--- config.mk ---
export PLATFORM = sky130hd
export DESIGN_NAME = spwf_port
export DESIGN_NICKNAME = d
export VERILOG_FILES = /design/src/spwf_pkg.sv /design/src/spwf_sync2.sv /design/src/spwf_frame_ctl.sv /design/src/spwf_port.sv
export SDC_FILE = /design/constraint.sdc
export NUM_CORES = 1
export LEC_CHECK = 0
export BUFFER_PORTS_ARGS = -buffer_cell sky130_fd_sc_hd__buf_4
export CAP_MARGIN = 20
export CORE_MARGIN = 2
export CORE_UTILIZATION = 30
export CTS_BUF_LIST = sky130_fd_sc_hd__clkbuf_8
export DETAILED_ROUTE_END_ITERATION = 12
export PLACE_DENSITY = 0.49
export SLEW_MARGIN = 40
export SYNTH_ARGS = -nofsm -noshare
export SYNTH_HDL_FRONTEND = slang
export SYNTH_SLANG_ARGS = --single-unit
--- constraint.sdc ---
create_clock -name clk_in -period 7.4 [get_ports clk_in]
set_input_delay 0.37 -clock clk_in [delete_from_list [all_inputs] [get_ports clk_in]]
set_output_delay 0.37 -clock clk_in [all_outputs]
set_load 0.005 [all_outputs]
--- src/spwf_pkg.sv ---
// Constants shared by the serial port word framing block.
// Assumes a 14-bit data memory address space reaching the port registers.
package spwf_pkg;

  // Register addresses of both port instances
  localparam logic [13:0] SPWF_P1_DIV_ADDR = 14'h3ff0;
  localparam logic [13:0] SPWF_P1_CTL_ADDR = 14'h3ff2;
  localparam logic [13:0] SPWF_P0_DIV_ADDR = 14'h3ff4;
  localparam logic [13:0] SPWF_P0_CTL_ADDR = 14'h3ff6;

  // Control register field positions
  localparam int SPWF_LEN_LSB      = 0;
  localparam int SPWF_LEN_MSB      = 3;
  localparam int SPWF_RX_POL_BIT   = 6;
  localparam int SPWF_TX_POL_BIT   = 7;
  localparam int SPWF_RX_INT_BIT   = 8;
  localparam int SPWF_TX_INT_BIT   = 9;
  localparam int SPWF_TX_ALT_BIT   = 10;
  localparam int SPWF_TX_REQ_BIT   = 11;
  localparam int SPWF_RX_ALT_BIT   = 12;
  localparam int SPWF_RX_REQ_BIT   = 13;
  localparam int SPWF_SCLK_INT_BIT = 14;

  // Reset values
  localparam logic [15:0] SPWF_CTL_RST  = 16'h0000;
  localparam logic [15:0] SPWF_DIV_RST  = 16'h0000;
  localparam logic [15:0] SPWF_DATA_RST = 16'h0000;

  // Internal serial clock half period in core cycles
  localparam int SPWF_SCLK_HALF_DEF = 4;

  // Word sequencer state
  typedef enum logic [0:0] {
    SPWF_IDLE = 1'b0,
    SPWF_BUSY = 1'b1
  } spwf_word_st_t;

endpackage

--- src/spwf_sync2.sv ---
// Two-stage synchroniser for a group of pin inputs.
// Assumes the inputs are asynchronous to clk_in and change slowly against it.
`timescale 1ns/1ps
`default_nettype none
module spwf_sync2 #(
  parameter int W = 1
) (
  // Clock and reset
  input  wire logic         clk_in,
  input  wire logic         nrst_in,
  // Data
  input  wire logic [W-1:0] async_in,
  output logic      [W-1:0] sync_out
);

  logic [W-1:0] meta_r;

  // First stage feeds only the second stage
  always_ff @(posedge clk_in or negedge nrst_in) begin
    if (!nrst_in) begin
      meta_r   <= '0;
      sync_out <= '0;
    end else begin
      meta_r   <= async_in;
      sync_out <= meta_r;
    end
  end

endmodule // spwf_sync2
`default_nettype wire

--- src/spwf_frame_ctl.sv ---
// Word sequencer of one direction: frame check, bit count, word start/end.
// Assumes fall_in is a one-cycle pulse per serial clock falling edge.
`timescale 1ns/1ps
`default_nettype none
module spwf_frame_ctl
  import spwf_pkg::*;
(
  // Clock and reset
  input  wire logic       clk_in,
  input  wire logic       nrst_in,
  // Framing inputs
  input  wire logic       fall_in,
  input  wire logic       frame_in,
  input  wire logic       alt_in,
  input  wire logic       req_in,
  input  wire logic [3:0] len_m1_in,
  // Sequencer view
  output logic            bit_out,
  output logic [3:0]      idx_out,
  output logic            last_out,
  output logic            wstart_out,
  output logic            busy_out,
  output logic [3:0]      cnt_out
);

  spwf_word_st_t st_r;
  logic [3:0]    cnt_r;
  logic          started_r;
  logic          idle;
  logic          chk;
  logic          want;

  // Alternate checks only between words, normal also on the last bit
  always_comb begin
    idle       = (st_r == SPWF_IDLE);
    chk        = alt_in ? idle : (idle || (cnt_r == len_m1_in));
    // Unframed: first sync starts, later words run on without one
    want       = (frame_in && (req_in || !started_r)) || (started_r && !req_in);
    wstart_out = chk && want;
    bit_out    = alt_in ? (!idle || wstart_out) : !idle;
    idx_out    = (alt_in && idle) ? 4'h0 : cnt_r;
    last_out   = bit_out && (idx_out == len_m1_in);
    busy_out   = !idle;
    cnt_out    = cnt_r;
  end

  // Frame is not looked at again until the word is through
  always_ff @(posedge clk_in or negedge nrst_in) begin
    if (!nrst_in) begin
      st_r      <= SPWF_IDLE;
      cnt_r     <= 4'h0;
      started_r <= 1'b0;
    end else if (fall_in) begin
      started_r <= req_in ? 1'b0 : (started_r | wstart_out);
      case (alt_in)
        1'b1: begin
          st_r  <= (bit_out && !last_out) ? SPWF_BUSY : SPWF_IDLE;
          cnt_r <= (bit_out && !last_out) ? idx_out + 4'h1 : 4'h0;
        end
        1'b0: begin
          if (wstart_out) begin
            st_r  <= SPWF_BUSY;
            cnt_r <= 4'h0;
          end else if (last_out) begin
            st_r  <= SPWF_IDLE;
            cnt_r <= 4'h0;
          end else if (!idle) begin
            cnt_r <= cnt_r + 4'h1;
          end
        end
        default: begin
          st_r  <= SPWF_IDLE;
          cnt_r <= 4'h0;
        end
      endcase
    end
  end

endmodule // spwf_frame_ctl
`default_nettype wire

--- src/spwf_port.sv ---
// One synchronous serial port: word length and frame synchronisation.
// Assumes the core writes registers by data memory address and loads the
// transmit word through a strobe; link pins are asynchronous to clk_in.
`timescale 1ns/1ps
`default_nettype none
module spwf_port
  import spwf_pkg::*;
#(
  parameter logic [13:0] CTL_ADDR  = SPWF_P0_CTL_ADDR,
  parameter logic [13:0] DIV_ADDR  = SPWF_P0_DIV_ADDR,
  parameter int          SCLK_HALF = SPWF_SCLK_HALF_DEF
) (
  // Clock and reset
  input  wire logic        clk_in,
  input  wire logic        nrst_in,
  // Data memory register access
  input  wire logic [13:0] dm_addr_in,
  input  wire logic [15:0] dm_wdata_in,
  input  wire logic        dm_wr_in,
  input  wire logic        dm_rd_in,
  output logic      [15:0] dm_rdata_out,
  output logic             dm_rvalid_out,
  // Transmit and receive data registers
  input  wire logic        tx_load_in,
  input  wire logic [15:0] tx_wdata_in,
  output logic             tx_full_out,
  output logic      [15:0] rx_data_out,
  output logic             rx_irq_out,
  // Serial clock pin
  input  wire logic        sclk_in,
  output logic             sclk_out,
  output logic             sclk_oe_out,
  // Frame sync pins
  input  wire logic        rx_frame_pin_in,
  output logic             rx_frame_pin_out,
  output logic             rx_frame_pin_oe_out,
  input  wire logic        tx_frame_pin_in,
  output logic             tx_frame_pin_out,
  output logic             tx_frame_pin_oe_out,
  // Serial data pins
  input  wire logic        dr_in,
  output logic             dt_out,
  output logic             dt_oe_out
);

  // Keeps a word right-justified: bits above the word length read zero
  function automatic logic [15:0] spwf_len_mask(input logic [3:0] m1);
    spwf_len_mask = 16'hffff >> (4'hf - m1);
  endfunction

  localparam logic [15:0] HALF_M1 = 16'(SCLK_HALF - 1);

  logic [15:0] ctl_r;
  logic [15:0] rx_frame_divider_r;
  logic [3:0]  word_len_minus_one;
  logic        rx_frame_required;
  logic        tx_frame_required;
  logic        rx_frame_internal;
  logic        tx_frame_internal;
  logic        rx_frame_alt_mode;
  logic        tx_frame_alt_mode;
  logic        rx_frame_active_low;
  logic        tx_frame_active_low;
  logic        serial_clock_internal;

  // Control fields
  assign word_len_minus_one    = ctl_r[SPWF_LEN_MSB:SPWF_LEN_LSB];
  assign rx_frame_required     = ctl_r[SPWF_RX_REQ_BIT];
  assign tx_frame_required     = ctl_r[SPWF_TX_REQ_BIT];
  assign rx_frame_internal     = ctl_r[SPWF_RX_INT_BIT];
  assign tx_frame_internal     = ctl_r[SPWF_TX_INT_BIT];
  assign rx_frame_alt_mode     = ctl_r[SPWF_RX_ALT_BIT];
  assign tx_frame_alt_mode     = ctl_r[SPWF_TX_ALT_BIT];
  assign rx_frame_active_low   = ctl_r[SPWF_RX_POL_BIT];
  assign tx_frame_active_low   = ctl_r[SPWF_TX_POL_BIT];
  assign serial_clock_internal = ctl_r[SPWF_SCLK_INT_BIT];

  // Register writes; reserved and out-of-scope bits are stored for readback
  always_ff @(posedge clk_in or negedge nrst_in) begin
    if (!nrst_in) begin
      ctl_r              <= SPWF_CTL_RST;
      rx_frame_divider_r <= SPWF_DIV_RST;
    end else if (dm_wr_in) begin
      if (dm_addr_in == CTL_ADDR) begin
        ctl_r <= dm_wdata_in;
      end
      if (dm_addr_in == DIV_ADDR) begin
        rx_frame_divider_r <= dm_wdata_in;
      end
    end
  end

  // Register reads, one cycle latency; other addresses answer zero
  always_ff @(posedge clk_in or negedge nrst_in) begin
    if (!nrst_in) begin
      dm_rdata_out  <= SPWF_DATA_RST;
      dm_rvalid_out <= 1'b0;
    end else begin
      dm_rvalid_out <= dm_rd_in;
      if (dm_rd_in && dm_addr_in == CTL_ADDR) begin
        dm_rdata_out <= ctl_r;
      end else if (dm_rd_in && dm_addr_in == DIV_ADDR) begin
        dm_rdata_out <= rx_frame_divider_r;
      end else begin
        dm_rdata_out <= SPWF_DATA_RST;
      end
    end
  end

  // Pin inputs pass two flops before any logic sees them
  logic [3:0] pins_s;
  spwf_sync2 #(
    .W (4)
  ) u_sync (
    .clk_in   (clk_in),
    .nrst_in  (nrst_in),
    .async_in ({sclk_in, rx_frame_pin_in, tx_frame_pin_in, dr_in}),
    .sync_out (pins_s)
  );

  // Internal serial clock, free running while selected
  logic [15:0] sclk_div_r;
  logic        sclk_int_r;
  always_ff @(posedge clk_in or negedge nrst_in) begin
    if (!nrst_in) begin
      sclk_div_r  <= 16'h0000;
      sclk_int_r  <= 1'b0;
      sclk_out    <= 1'b0;
      sclk_oe_out <= 1'b0;
    end else begin
      sclk_oe_out <= serial_clock_internal;
      sclk_out    <= sclk_int_r;
      if (!serial_clock_internal) begin
        sclk_div_r <= 16'h0000;
      end else if (sclk_div_r == HALF_M1) begin
        sclk_div_r <= 16'h0000;
        sclk_int_r <= !sclk_int_r;
      end else begin
        sclk_div_r <= sclk_div_r + 16'h0001;
      end
    end
  end

  // Edge events of whichever serial clock is selected
  logic sclk_lvl;
  logic sclk_prev_r;
  logic fall;
  logic rise;
  assign sclk_lvl = serial_clock_internal ? sclk_int_r : pins_s[3];
  assign fall     = sclk_prev_r && !sclk_lvl;
  assign rise     = !sclk_prev_r && sclk_lvl;
  always_ff @(posedge clk_in or negedge nrst_in) begin
    if (!nrst_in) begin
      sclk_prev_r <= 1'b0;
    end else begin
      sclk_prev_r <= sclk_lvl;
    end
  end

  // Generated sync levels change on rises, so they meet the fall sampling
  logic rx_gen_r;
  logic tx_gen_r;
  logic rx_frame;
  logic tx_frame;
  assign rx_frame = rx_frame_internal ? rx_gen_r : (pins_s[2] ^ rx_frame_active_low);
  assign tx_frame = tx_frame_internal ? tx_gen_r : (pins_s[1] ^ tx_frame_active_low);

  // Receive sequencer
  logic       rx_bit;
  logic [3:0] rx_idx;
  logic       rx_last;
  spwf_frame_ctl u_rx_ctl (
    .clk_in     (clk_in),
    .nrst_in    (nrst_in),
    .fall_in    (fall),
    .frame_in   (rx_frame),
    .alt_in     (rx_frame_alt_mode),
    .req_in     (rx_frame_required),
    .len_m1_in  (word_len_minus_one),
    .bit_out    (rx_bit),
    .idx_out    (rx_idx),
    .last_out   (rx_last),
    .wstart_out (),
    .busy_out   (),
    .cnt_out    ()
  );

  // Transmit sequencer
  logic       tx_wstart;
  logic       tx_busy;
  logic [3:0] tx_cnt;
  spwf_frame_ctl u_tx_ctl (
    .clk_in     (clk_in),
    .nrst_in    (nrst_in),
    .fall_in    (fall),
    .frame_in   (tx_frame),
    .alt_in     (tx_frame_alt_mode),
    .req_in     (tx_frame_required),
    .len_m1_in  (word_len_minus_one),
    .bit_out    (),
    .idx_out    (),
    .last_out   (),
    .wstart_out (tx_wstart),
    .busy_out   (tx_busy),
    .cnt_out    (tx_cnt)
  );

  // Receive shifter; nothing is latched until a sync has started a word
  logic [15:0] rx_shift_r;
  logic [15:0] rx_word;
  assign rx_word = {rx_shift_r[14:0], pins_s[0]};
  always_ff @(posedge clk_in or negedge nrst_in) begin
    if (!nrst_in) begin
      rx_shift_r  <= SPWF_DATA_RST;
      rx_data_out <= SPWF_DATA_RST;
      rx_irq_out  <= 1'b0;
    end else begin
      rx_irq_out <= fall && rx_last;
      if (fall && rx_bit) begin
        rx_shift_r <= (rx_idx == 4'h0) ? {15'h0000, pins_s[0]} : rx_word;
        if (rx_last) begin
          rx_data_out <= rx_word & spwf_len_mask(word_len_minus_one);
        end
      end
    end
  end

  // Internal receive sync: every divider+1 serial clocks
  logic [15:0] rx_div_cnt_r;
  logic [3:0]  rx_hold_r;
  logic        rx_fire;
  assign rx_fire = (rx_div_cnt_r == 16'h0000);
  always_ff @(posedge clk_in or negedge nrst_in) begin
    if (!nrst_in) begin
      rx_div_cnt_r <= SPWF_DIV_RST;
      rx_hold_r    <= 4'h0;
      rx_gen_r     <= 1'b0;
    end else if (!rx_frame_internal) begin
      rx_div_cnt_r <= rx_frame_divider_r;
      rx_hold_r    <= 4'h0;
      rx_gen_r     <= 1'b0;
    end else if (rise) begin
      rx_div_cnt_r <= rx_fire ? rx_frame_divider_r : rx_div_cnt_r - 16'h0001;
      // Alternate framing widens the pulse to the word length
      if (rx_fire) begin
        rx_hold_r <= rx_frame_alt_mode ? word_len_minus_one : 4'h0;
      end else if (rx_hold_r != 4'h0) begin
        rx_hold_r <= rx_hold_r - 4'h1;
      end
      rx_gen_r <= rx_fire || (rx_hold_r != 4'h0);
    end
  end

  // Transmit holding register; a core load wins over the same-cycle take
  logic [15:0] tx_buf_r;
  logic [15:0] tx_shift_r;
  always_ff @(posedge clk_in or negedge nrst_in) begin
    if (!nrst_in) begin
      tx_buf_r    <= SPWF_DATA_RST;
      tx_shift_r  <= SPWF_DATA_RST;
      tx_full_out <= 1'b0;
    end else begin
      if (fall && tx_wstart) begin
        tx_shift_r <= tx_buf_r;
      end
      if (tx_load_in) begin
        tx_buf_r    <= tx_wdata_in & 16'hffff;
        tx_full_out <= 1'b1;
      end else if (fall && tx_wstart) begin
        tx_full_out <= 1'b0;
      end
    end
  end

  // Internal transmit sync: normal only when data waits, on the last bit or idle; alternate while busy or data waits
  logic tx_last_next;
  assign tx_last_next = tx_busy && (tx_cnt == word_len_minus_one);
  always_ff @(posedge clk_in or negedge nrst_in) begin
    if (!nrst_in) begin
      tx_gen_r <= 1'b0;
    end else if (!tx_frame_internal) begin
      tx_gen_r <= 1'b0;
    end else if (rise) begin
      if (tx_frame_alt_mode) begin
        tx_gen_r <= tx_busy || tx_full_out;
      end else begin
        tx_gen_r <= tx_full_out && (!tx_busy || tx_last_next);
      end
    end
  end

  // Data out MSB first on rises; idle line pre-drives the next word's MSB
  logic [3:0] tx_pos;
  assign tx_pos = word_len_minus_one - tx_cnt;
  always_ff @(posedge clk_in or negedge nrst_in) begin
    if (!nrst_in) begin
      dt_out    <= 1'b0;
      dt_oe_out <= 1'b0;
    end else if (rise) begin
      dt_out    <= tx_busy ? tx_shift_r[tx_pos] : tx_buf_r[word_len_minus_one];
      dt_oe_out <= tx_busy || tx_full_out;
    end
  end

  // Frame pins: output only when generated here, polarity applied
  always_ff @(posedge clk_in or negedge nrst_in) begin
    if (!nrst_in) begin
      rx_frame_pin_out    <= 1'b0;
      rx_frame_pin_oe_out <= 1'b0;
      tx_frame_pin_out    <= 1'b0;
      tx_frame_pin_oe_out <= 1'b0;
    end else begin
      rx_frame_pin_oe_out <= rx_frame_internal;
      tx_frame_pin_oe_out <= tx_frame_internal;
      rx_frame_pin_out    <= rx_gen_r ^ rx_frame_active_low;
      tx_frame_pin_out    <= tx_gen_r ^ tx_frame_active_low;
    end
  end

endmodule // spwf_port
`default_nettype wire

# == Yosys cells after proc, flatten, opt, wreduce, memory -nomap -nowiden ==
# Index checks and enable logic that the tools add are counted.
# W data, S select, Z words.
# op_classes
addsub,9
order_cmp,2
n_eq_ne,14
n_shift,1
muxes,54
bitwise_logic,11
n_reduce_logical,55
# op_table
op,count
$mux W16,7
$mux W4,15
$eq A14 B14 Y1 const B,2
$mux W1,25
$logic_and A1 B1 Y1,21
$reduce_and A2 Y1,9
$add A16 B1 Y16 const B,1
$add A4 B1 Y4 const B,4
$and A16 B16 Y16,1
$eq A16 B2 Y1 const B,1
$eq A4 B4 Y1,4
$logic_not A16 Y1,1
$pmux W4 S2,2
$shr A16 B4 Y16 const A,1
$sub A16 B1 Y16 const B,1
$mux W15,1
$logic_or A1 B1 Y1,11
$logic_not A1 Y1,10
$lt A4 B5 Y1 const B,2
$bmux W1 S4,2
$ne A4 B2 Y1 const B,2
$ne A3 B2 Y1 const B,2
$logic_not A4 Y1,1
$ne A2 B1 Y1 const B,2
other kinds (10),18
# word_totals
ff_bits,182
inputBits,55
output_inout_bits,43
wordCells,179

# == Depth between registers and ports, before layout ==
# Gate-level depths: netlist of run 1.
# logic_depth
word_depth,12
mapped_depth,13

# == Modules after synthesis ==
# A second synthesis of run 1 with hierarchy kept.
# unflattened
cells_unflattened,821
hier_area_um2,8979.9
# by_module_without_submodules
module,instances,cells_per_inst,area_per_inst_um2,seq_area_each_um2
spwf_port,1,659,7493.4,4053.9
spwf_frame_ctl,2,77,643.1,150.1
spwf_sync2,1,8,200.2,200.2

# == Worst setup path before layout of run 1 ==
# No wires, ideal clock.
# synth_path
path_type,register to register
start,register ctl_r[0]
end,register tx_shift_r[10]
setup_ps,125
t_arrival_ps,2920
required_time_ps,7275
path_slack_ps,4355
stages_incl_launch_ff,13
path_buffers,5
synth_period_minus_slack_ps,3045
cell_sequence,dfrtp_1 > clkbuf_1 > buf_1 > inv_1 > ha_1 > clkbuf_1 > nand3_1 > o21ai_0 > and2_1 > and3_1 > buf_2 > buf_2 > mux2_2
# synth_via
elab_chain_cells,5
# synth_lines
element,line,rtl
start: declaration,spwf_port.sv:53,logic [15:0] ctl_r;
start signal: assignment,spwf_port.sv:85,ctl_r <= dm_wdata_in;
$eq A4 B4 Y1,spwf_frame_ctl.sv:36,chk = alt_in ? idle : (idle || (cnt_r == len_m1_in));
$logic_or A1 B1 Y1,spwf_frame_ctl.sv:36,
$mux W1,spwf_frame_ctl.sv:36,
$logic_and A1 B1 Y1,spwf_frame_ctl.sv:39,wstart_out = chk && want;
$logic_and A1 B1 Y1,spwf_port.sv:263,if (fall && tx_wstart) begin
end signal: assignment,spwf_port.sv:264,tx_shift_r <= tx_buf_r;
end: declaration,spwf_port.sv:256,logic [15:0] tx_shift_r;
# Every way passes these cells.
# A chain may end at the register's enable or synchronous reset.

# == Worst setup path after layout of run 1 ==
# layout_path
start,register ctl_r[8]
end,register rx_data_out[9]
# layout_via
elab_chain_cells,8
word_cells_on_any_way,9
classes_between,mux (2); reduce/logical (7)
# layout_lines
element,line,rtl
$mux W1 (*),spwf_port.sv:165,assign rx_frame = rx_frame_internal ? rx_gen_r : (pins_s[2] ^ rx_frame_active_low);
$logic_and A1 B1 Y1 (*),spwf_frame_ctl.sv:38,want = (frame_in && (req_in || !started_r)) || (started_r && !req_in);
$logic_or A1 B1 Y1 (*),spwf_frame_ctl.sv:38,
$logic_and A1 B1 Y1 (*),spwf_frame_ctl.sv:39,
$logic_or A1 B1 Y1 (*),spwf_frame_ctl.sv:40,bit_out = alt_in ? (!idle || wstart_out) : !idle;
$mux W1 (*),spwf_frame_ctl.sv:40,
$logic_and A1 B1 Y1 (on tied branches),"spwf_frame_ctl.sv:42, spwf_port.sv:219",
$reduce_and A2 Y1 (no line) (*),-,
end signal: assignment,spwf_port.sv:222,rx_data_out <= rx_word & spwf_len_mask(word_len_minus_one);
end: declaration,spwf_port.sv:27,"output logic [15:0] rx_data_out,"
# Every way passes the cells marked *; elsewhere a longest branch is shown, timed or not.

==> run summary, run 1 <==
The static leakage came out at 4.631 nW. In the final design database the tool counted 950 nets. In this run the cell area of the synthesized design comes to 8682 um2. The layout filler cell count came out at 2899. The number of enable-type register cells in the synthesized netlist came out at 0. The highest layer touched by signal routing is met4.

The latest clock arrival within the worst-skew pair came out at 0.48 ns. Setup violations remaining at the end of the flow were counted as 0. For this run, design rule violations remaining after detail routing come to 0. Yosys printed 0 warnings. The number of DRC markers in iteration 0 came out at 326. The number of top-level pins is 98. Dividing total power by cell area gives a power density of 230.6 nW/um2. Counting flops and latches in the post-synthesis netlist gives 182. Summed over all nets, wire length on met2 after detailed routing comes to 9.611 mm. The part of the power in the clock network is 29.5%.

Measured on the finished design, the core utilization comes to 35.86%. The power share of the combinational group came out at 19.8%. The maximum clock rate came out at 336.3 MHz. The highest-delay cell along the critical path is o211ai_1. In the post-synthesis netlist, the biggest area contributors are dfrtp_1 52%, mux2_2 9.5%, nand2_1 3.6%, mux2i_1 3.3%, nor2_1 2.6%. Setup repair after global routing left no endpoint under its margin. The final critical path time including I/O delays and setup came out at 2.973 ns.

The detailed-route via count is 6128. The flip-flop cell with the highest count after synthesis is dfrtp_1. The largest net degree at the start of global routing is 107. The worst clock skew came out at 0.02127 ns. Traced cell by cell, the critical path runs through o211ai_1 > and2_1 > o21ai_2 > nor2_4 > mux2_2. The actual transition at the worst max-transition pin came out at 0.8112 ns. The top cell type by area accounts for 52.46% of the synthesized area. The worst slew margin relative to its limit came out at 45.46%. Prior to clock tree synthesis, the placed netlist has a worst setup slack of 4.310 ns. Relative to the synthesized area, the layout overhead comes to 18.24%.

Of all nets on the critical path, the largest fanout is 21. After global routing the overflow that remains totals 0. The weighted congestion at the end of routability-driven global placement came out at 0.7856. The share of total power consumed by net switching came out at 31.03%.

The number of max-slew violations in the final report came to 0. The number of input and output port buffers inserted came out at 97. The run finished with clean final reports. The post-route fraction of the period consumed by the critical path came out at 40.18%.

TritonCTS built the clock tree. In this run the power spent charging and discharging nets is 0.7346 mW. The maximum number of buffers from clock root to sink is 2. The initial core utilization is 30.33%. The row count came out at 62. The number of antenna violations at the first check in global routing is 0. VDD sags by at most 119.3 uV. The type of destination of the critical path is a register. Registers are responsible for 50.7% of the overall power. In this run the worst hold path is classified as primary input to register.

The delay of the slowest cell on the worst path is 0.74 ns. The startpoint class of the critical path is a register. The core region is 28630 um2. The number of gates resized after cts came out at 0.

The cell sitting at the root of the clock tree is a clkbuf_8. The clock buffer count from CTS came out at 17. The data arrival time at the worst-slack endpoint came out at 3.33 ns. The share of layout cells above drive strength 1 is 26.45%. The estimated wirelength of the detail-placed design is 13.97 mm. dfrtp_1 takes more of the synthesized area than any other cell. The worst path setup slack after routing is 4.427 ns.

The length of routed met3 wiring is 587 um. In the final routing, the length of wire on met1 measures 9.968 mm. The aggregate global-route resource usage is 13.99%. The post-detailed-placement cell area is 9802 um2. By startpoint and endpoint, the worst setup path is classified as register to register. In this run the remaining antenna-violating nets after routing total 0.

Measured along the x axis, the die boundary spans 174.1 um. The clock transition time at the flip-flop clock pins of the worst setup and hold paths came out at 0.11 ns. The global-route wire length before repair is 33.82 mm. After synthesis, the share of flip-flops with an asynchronous set or reset is 100.0%. The average instance in the mapped netlist occupies 10.85 um2. STA puts the critical path data required time at 7.76 ns. With fillers left out, the area of the finished cells amounts to 10270 um2. The number of global-route vias before repair came out at 6206. The via count normalized by instance count is 4.788.

When the netlist entered floorplanning its net count stood at 867. The final antenna diode count is 0. The clock net sink count is 182. Summed over all layers, the routed wires come to 20.37 mm. The total die area came out at 30320 um2.

The tool flagged a number of max-cap violations equal to 0. The cell internal power dissipation is 1.633 mW. The number of library cell types mapped by synthesis is 64. The share of synthesized area occupied by flip-flops and latches came out at 52.46%. The total count of hold-check failures in the final report is 0.

The vertical extent of the die is 174.1 um. The total negative setup slack came out at 0 ns. After detailed routing, the average wire length per cell comes to 15.91 um. The number of instances in the synthesized netlist came out at 800.

The design draws 2.368 mW. The pre-antenna-repair detailed-routing pass consisted of 4 iterations. CTS built an H-tree with a depth of 4.
## final cells by class
class	count	area [um2]	area share (%)
Multi-Input combinational cell	543	3865	37.65
Sequential cell	182	4556	44.38
Inverter	31	116.4	1.133
Tap cell	384	480.5	4.680
Timing Repair Buffer	108	847.1	8.251
Clock inverter	14	153.9	1.499
Clock buffer	18	247.7	2.413
## cell usage after synthesis, types with 4 or more instances
library cell and count:
a31oi_1 14, o211ai_1 7, nor4_1 8, nand2_1 83, nor2_1 61, and3_1 8
mux4_2 8, dfrtp_1 182, o311ai_0 4, o21a_1 6, nor2b_1 9, clkbuf_1 36
mux2i_1 29, inv_1 31, ha_1 11, mux2_2 73, xnor2_1 11, nor3b_1 5
nand4_1 10, xor2_1 22, nand3_1 39, a21oi_1 29, o21ai_0 33, o41ai_1 4
nor3_1 12
## critical path, delay by kind of cell (launching register included)
| family | cells | cell delay (ns) |
|---|---|---|
| AOI/OAI and AO/OA | 2 | 0.98 |
| DFF | 1 | 0.64 |
| and+or+nand+nor | 2 | 0.84 |
| muxes | 1 | 0.40 |
## cells in the final DEF, fill, tap and decap left out, types with 8 or more instances in the layout
cell type	synthesis	routed
xor2_1	22	22
buf_4	2	100
nor2b_1	9	9
nand2_1	83	83
nand3_1	39	38
nand4_1	10	10
o21ai_0	33	32
clkbuf_8	0	18
nor4_1	8	8
mux2i_1	29	29
mux2_2	73	73
nor2_1	61	59
mux4_2	8	8
inv_1	31	31
a31oi_1	14	13
a21oi_1	29	29
xnor2_1	11	11
dfrtp_1	182	181
nor3_1	12	12
ha_1	11	11
## cell families (layout without fill, tap and decap cells)
| kind of cell | Yosys count | count (layout) | synth area share (%) |
|---|---|---|---|
| and+or+nand+nor | 260 | 260 | 14.58 |
| DFF | 182 | 182 | 52.46 |
| AOI/OAI and AO/OA | 128 | 128 | 9.555 |
| muxes | 110 | 110 | 14.89 |
| buffers and inverters | 75 | 171 | 3.372 |
| xor gates and xnor gates | 33 | 33 | 3.329 |
| adders and majority gates | 12 | 12 | 1.816 |
## worst paths after layout
kind                             startpoint             endpoint  slack [ns]  cells past startpoint
max                                ctl_r[8]       rx_data_out[9]        4.43                      5
min                          tx_wdata_in[0]          tx_buf_r[0]        0.11                      2
max reg2reg                        ctl_r[8]       rx_data_out[9]        4.43                      5
min reg2reg                u_sync.meta_r[1]   u_sync.sync_out[1]        0.36                      0
max in group asynchronous           nrst_in  u_tx_ctl.cnt_out[2]        5.83                      3
min in group asynchronous           nrst_in       rx_data_out[6]        0.47                      2
## power by group through the flow
| stage | Combinational, mW | Clock [mW] | Sequential (mW) |
|---|---|---|---|
| floorplan | 0.372 | 0 | 1.16 |
| global placement | 0.462 | 0 | 1.22 |
| detailed placement | 0.472 | 0 | 1.22 |
| CTS | 0.477 | 0.726 | 1.20 |
| global route | 0.532 | 0.767 | 1.22 |
| finish | 0.469 | 0.699 | 1.20 |
## routing by layer
metal | up-vias | global-route usage (%)
met3 | 14 | 2.428
met1 | 3002 | 19.51
met4 | 0 | 3.817
li1 | 3014 | -
met2 | 98 | 22.49
met5 | - | 0
## metrics by stage
step	cells	hold slack [ns]
global route	1280	0.08625
detailed placement	1242	0.3363
floorplan	800	0.07441
CTS	1280	0.08228
global placement	1241	0.3357
finish	1280	0.1113
## registers in the layout, summed over array words and instances, names as in the netlist, 15 cells and up
signal              flops
rx_frame_divider_r     16
dm_rdata_out           16
tx_shift_r             16
rx_shift_r             15
ctl_r                  16
rx_div_cnt_r           16
rx_data_out            16
tx_buf_r               16
sclk_div_r             16
## what timing repair did
action	CTS	global route
setup buffers	0	0
hold endpoints to repair	110	0
hold buffers	6	0
Note: power is estimated with default switching activity, not from simulation.
==> run 2: changes to the inputs <==
--- a/config.mk
+++ b/config.mk
@@ -11,7 +11,7 @@
 export CORE_UTILIZATION = 30
 export CTS_BUF_LIST = sky130_fd_sc_hd__clkbuf_8
 export DETAILED_ROUTE_END_ITERATION = 12
-export PLACE_DENSITY = 0.49
+export PLACE_DENSITY = 0.51
 export SLEW_MARGIN = 40
 export SYNTH_ARGS = -nofsm -noshare
 export SYNTH_HDL_FRONTEND = slang
==> constraint.sdc (replaced) <==
create_clock -name clk_in -period 2.6 [get_ports clk_in]
set_input_delay 0.13 -clock clk_in [delete_from_list [all_inputs] [get_ports clk_in]]
set_output_delay 0.13 -clock clk_in [all_outputs]
set_load 0.005 [all_outputs]
==> run 2 against run 1 <==
Compared with the run above: wire length up 4.7%; sequential share of layout area down 2.4 points; global-route usage up 0.46 points; sequential power rose to 2.8 times the previous value; fmax up 22%; clock-buffer cell count unchanged.
==> run summary, run 2 (synthesis gave the netlist of run 1 again) <==
The post-CTS setup buffer count came out at 0. The required time of the worst setup path came out at 2.97 ns. The post-layout utilization of the core came out at 37.95%. In this run the tightest slew margin relative to its limit is 42.93%.

For the pin with the worst max-slew slack, the measured transition is 0.8487 ns. The number of setup violations in the final report came out at 0. The number of search-and-repair iterations in the first detailed-routing pass came out at 5.

The clock buffer count from CTS is 17. The post-detailed-placement cell area is 10100 um2. Once the floorplan was initialized, standard cells occupied 30.33% of the core. Across the run, the number of max-cap violations was 0. The area overhead of the layout relative to synthesis is 25.13%. The final antenna diode count is 0. After detailed routing, the total wire length is 21.32 mm. For this design, the slowest cell found on the critical path is or4b_2. The critical path in this run is classified as register to register.

The aggregate global-route resource usage came out at 14.45%. The share of layout cells above drive strength 1 came out at 28.01%. The H-tree generated during clock tree synthesis spans 4 levels. The count of nets left with antenna violations once routing finished came out at 0.

The clock net sink count is 182. The data arrival time at the worst-slack endpoint came out at 2.80 ns. The post-route fraction of the period consumed by the critical path came out at 93.62%. Leaving out fill and tap cells, the most frequent cell in the layout is dfrtp_1. In this run the count of I/O pins placed on the die edge is 98. The worst-case hold slack is 0.05500 ns. Summed over all cells, the static leakage comes to 4.945 nW. The number of instances in the placed design came out at 1284.

The core area is 28630 um2. TritonCTS built the clock tree. The worst clock skew came out at 0.02118 ns. For the final routed database, the setup TNS stands at 0 ns. The maximum clock rate is 410.8 MHz.

The worst setup path is captured at a register. The smallest clock period supported by the final layout is computed as 2.434 ns. Grouping stages by cell kind, the critical path spends the most delay in simple AND/OR/NAND/NOR gates. The floorplan step defined a die boundary enclosing 30320 um2.

The horizontal die dimension is 174.1 um. Walking the worst path, the cells encountered are inv_1 > ha_1 > or4b_2 > nor2b_1 > nand3_1 > o31a_1 > a21o_1 > a221oi_1. The tree is rooted in a clkbuf_8. The sum of overflow across all layers after global routing came out at 0. The number of input and output port buffers inserted came out at 97.

The peak fanout along the critical path is 5. The worst hold path belongs to the class primary input to register. After detailed routing, the number of vias per cell comes to 4.761. The total count of hold-check failures in the final report came out at 0. The delay of the slowest cell on the worst path came out at 0.65 ns. The startpoint class of the critical path is a register. The number of max-slew violations in the final report is 0.

The largest net degree at the start of global routing came out at 113. In the layout the commonest cells are 181 x dfrtp_1, 141 x buf_4, 83 x nand2_1. The latest clock arrival within the worst-skew pair is 0.47 ns.

The number of antenna violations at the first check in global routing is 0. The weighted congestion at the end of routability-driven global placement is 0.8318. The number of global-route vias before repair was 6368. After detailed routing, the number of remaining DRC violations is 0.

The number of buffers and inverters on the critical path came out at 1. The total power consumption of the routed design is 6.738 mW. The post-route cell area is 10860 um2.

The row count is 62. The maximum number of buffers from clock root to sink is 2. The global-route wire length before repair came out at 35.02 mm. The final non-filler cell total came out at 1355. The number of DRC markers in iteration 0 came out at 454.

The estimated wirelength of the detail-placed design came out at 14.94 mm. The areal power density over the cells is 620.2 nW/um2. The net count of the finished layout came out at 1026.

The worst setup slack before clock tree synthesis is 0.1889 ns. The worst supply voltage drop on vdd is 257.9 uV. The run finished with clean final reports. The detailed-route via count came out at 6451.

The vertical extent of the die came out at 174.1 um. Setup repair after global routing left no endpoint under its margin. The average wire per cell in the routed design came out at 15.74 um. After clock tree synthesis, the clock-pin slew on the worst setup and hold paths is 0.10 ns. The worst path setup slack after routing is 0.1658 ns.
-- run 2: path summary, 6_finish.rpt --
kind / start / to / slack, ns / cells past startpoint
setup reg to reg: rx_div_cnt_r[0] / rx_hold_r[1] / 0.17 / 8
max in group asynchronous: nrst_in / ctl_r[14] / 1.23 / 4
hold reg to reg: u_sync.meta_r[1] / u_sync.sync_out[1] / 0.36 / 0
hold / removal: tx_load_in / tx_full_out / 0.06 / 2
min in group asynchronous: nrst_in / rx_shift_r[6] / 0.56 / 3
setup / recovery: rx_div_cnt_r[0] / rx_hold_r[1] / 0.17 / 8
-- run 2: area by class of cell --
type	instances	area, um2
Fill cell	2892	17760
Tap cell	384	480.5
Sequential cell	182	4556
Clock inverter	13	113.9
Timing Repair Buffer	184	1513
Clock buffer	18	247.7
Inverter	31	116.4
Multi-Input combinational cell	543	3837
-- run 2: metal layers --
layer  vias up  track usage (%)  wire length, um  part of all wire, %
met5         -                0                0                    0
met4         0            3.046              148                 0.69
met3        11            2.581              595                  2.8
met2       111            22.31             9750                   46
met1      3175            21.23            10830                   51
li1       3154                -                -                    -
-- run 2: power breakdown --
part | switching, mW | leakage [nW] | internal, mW | total (mW)
sequential | 0.230 | 2.40 | 3.12 | 3.35
combinational | 0.731 | 2.38 | 0.816 | 1.55
clock | 1.13 | 0.172 | 0.713 | 1.84
total | 2.09 | 4.94 | 4.65 | 6.74
-- run 2: what timing repair did --
| item | in CTS | in global routing |
|---|---|---|
| endpoints found under the setup margin | 0 | 2 |
| endpoints found under the hold margin | 235 | 0 |
| gates resized for setup | 0 | 1 |
| hold buffers | 40 | 0 |
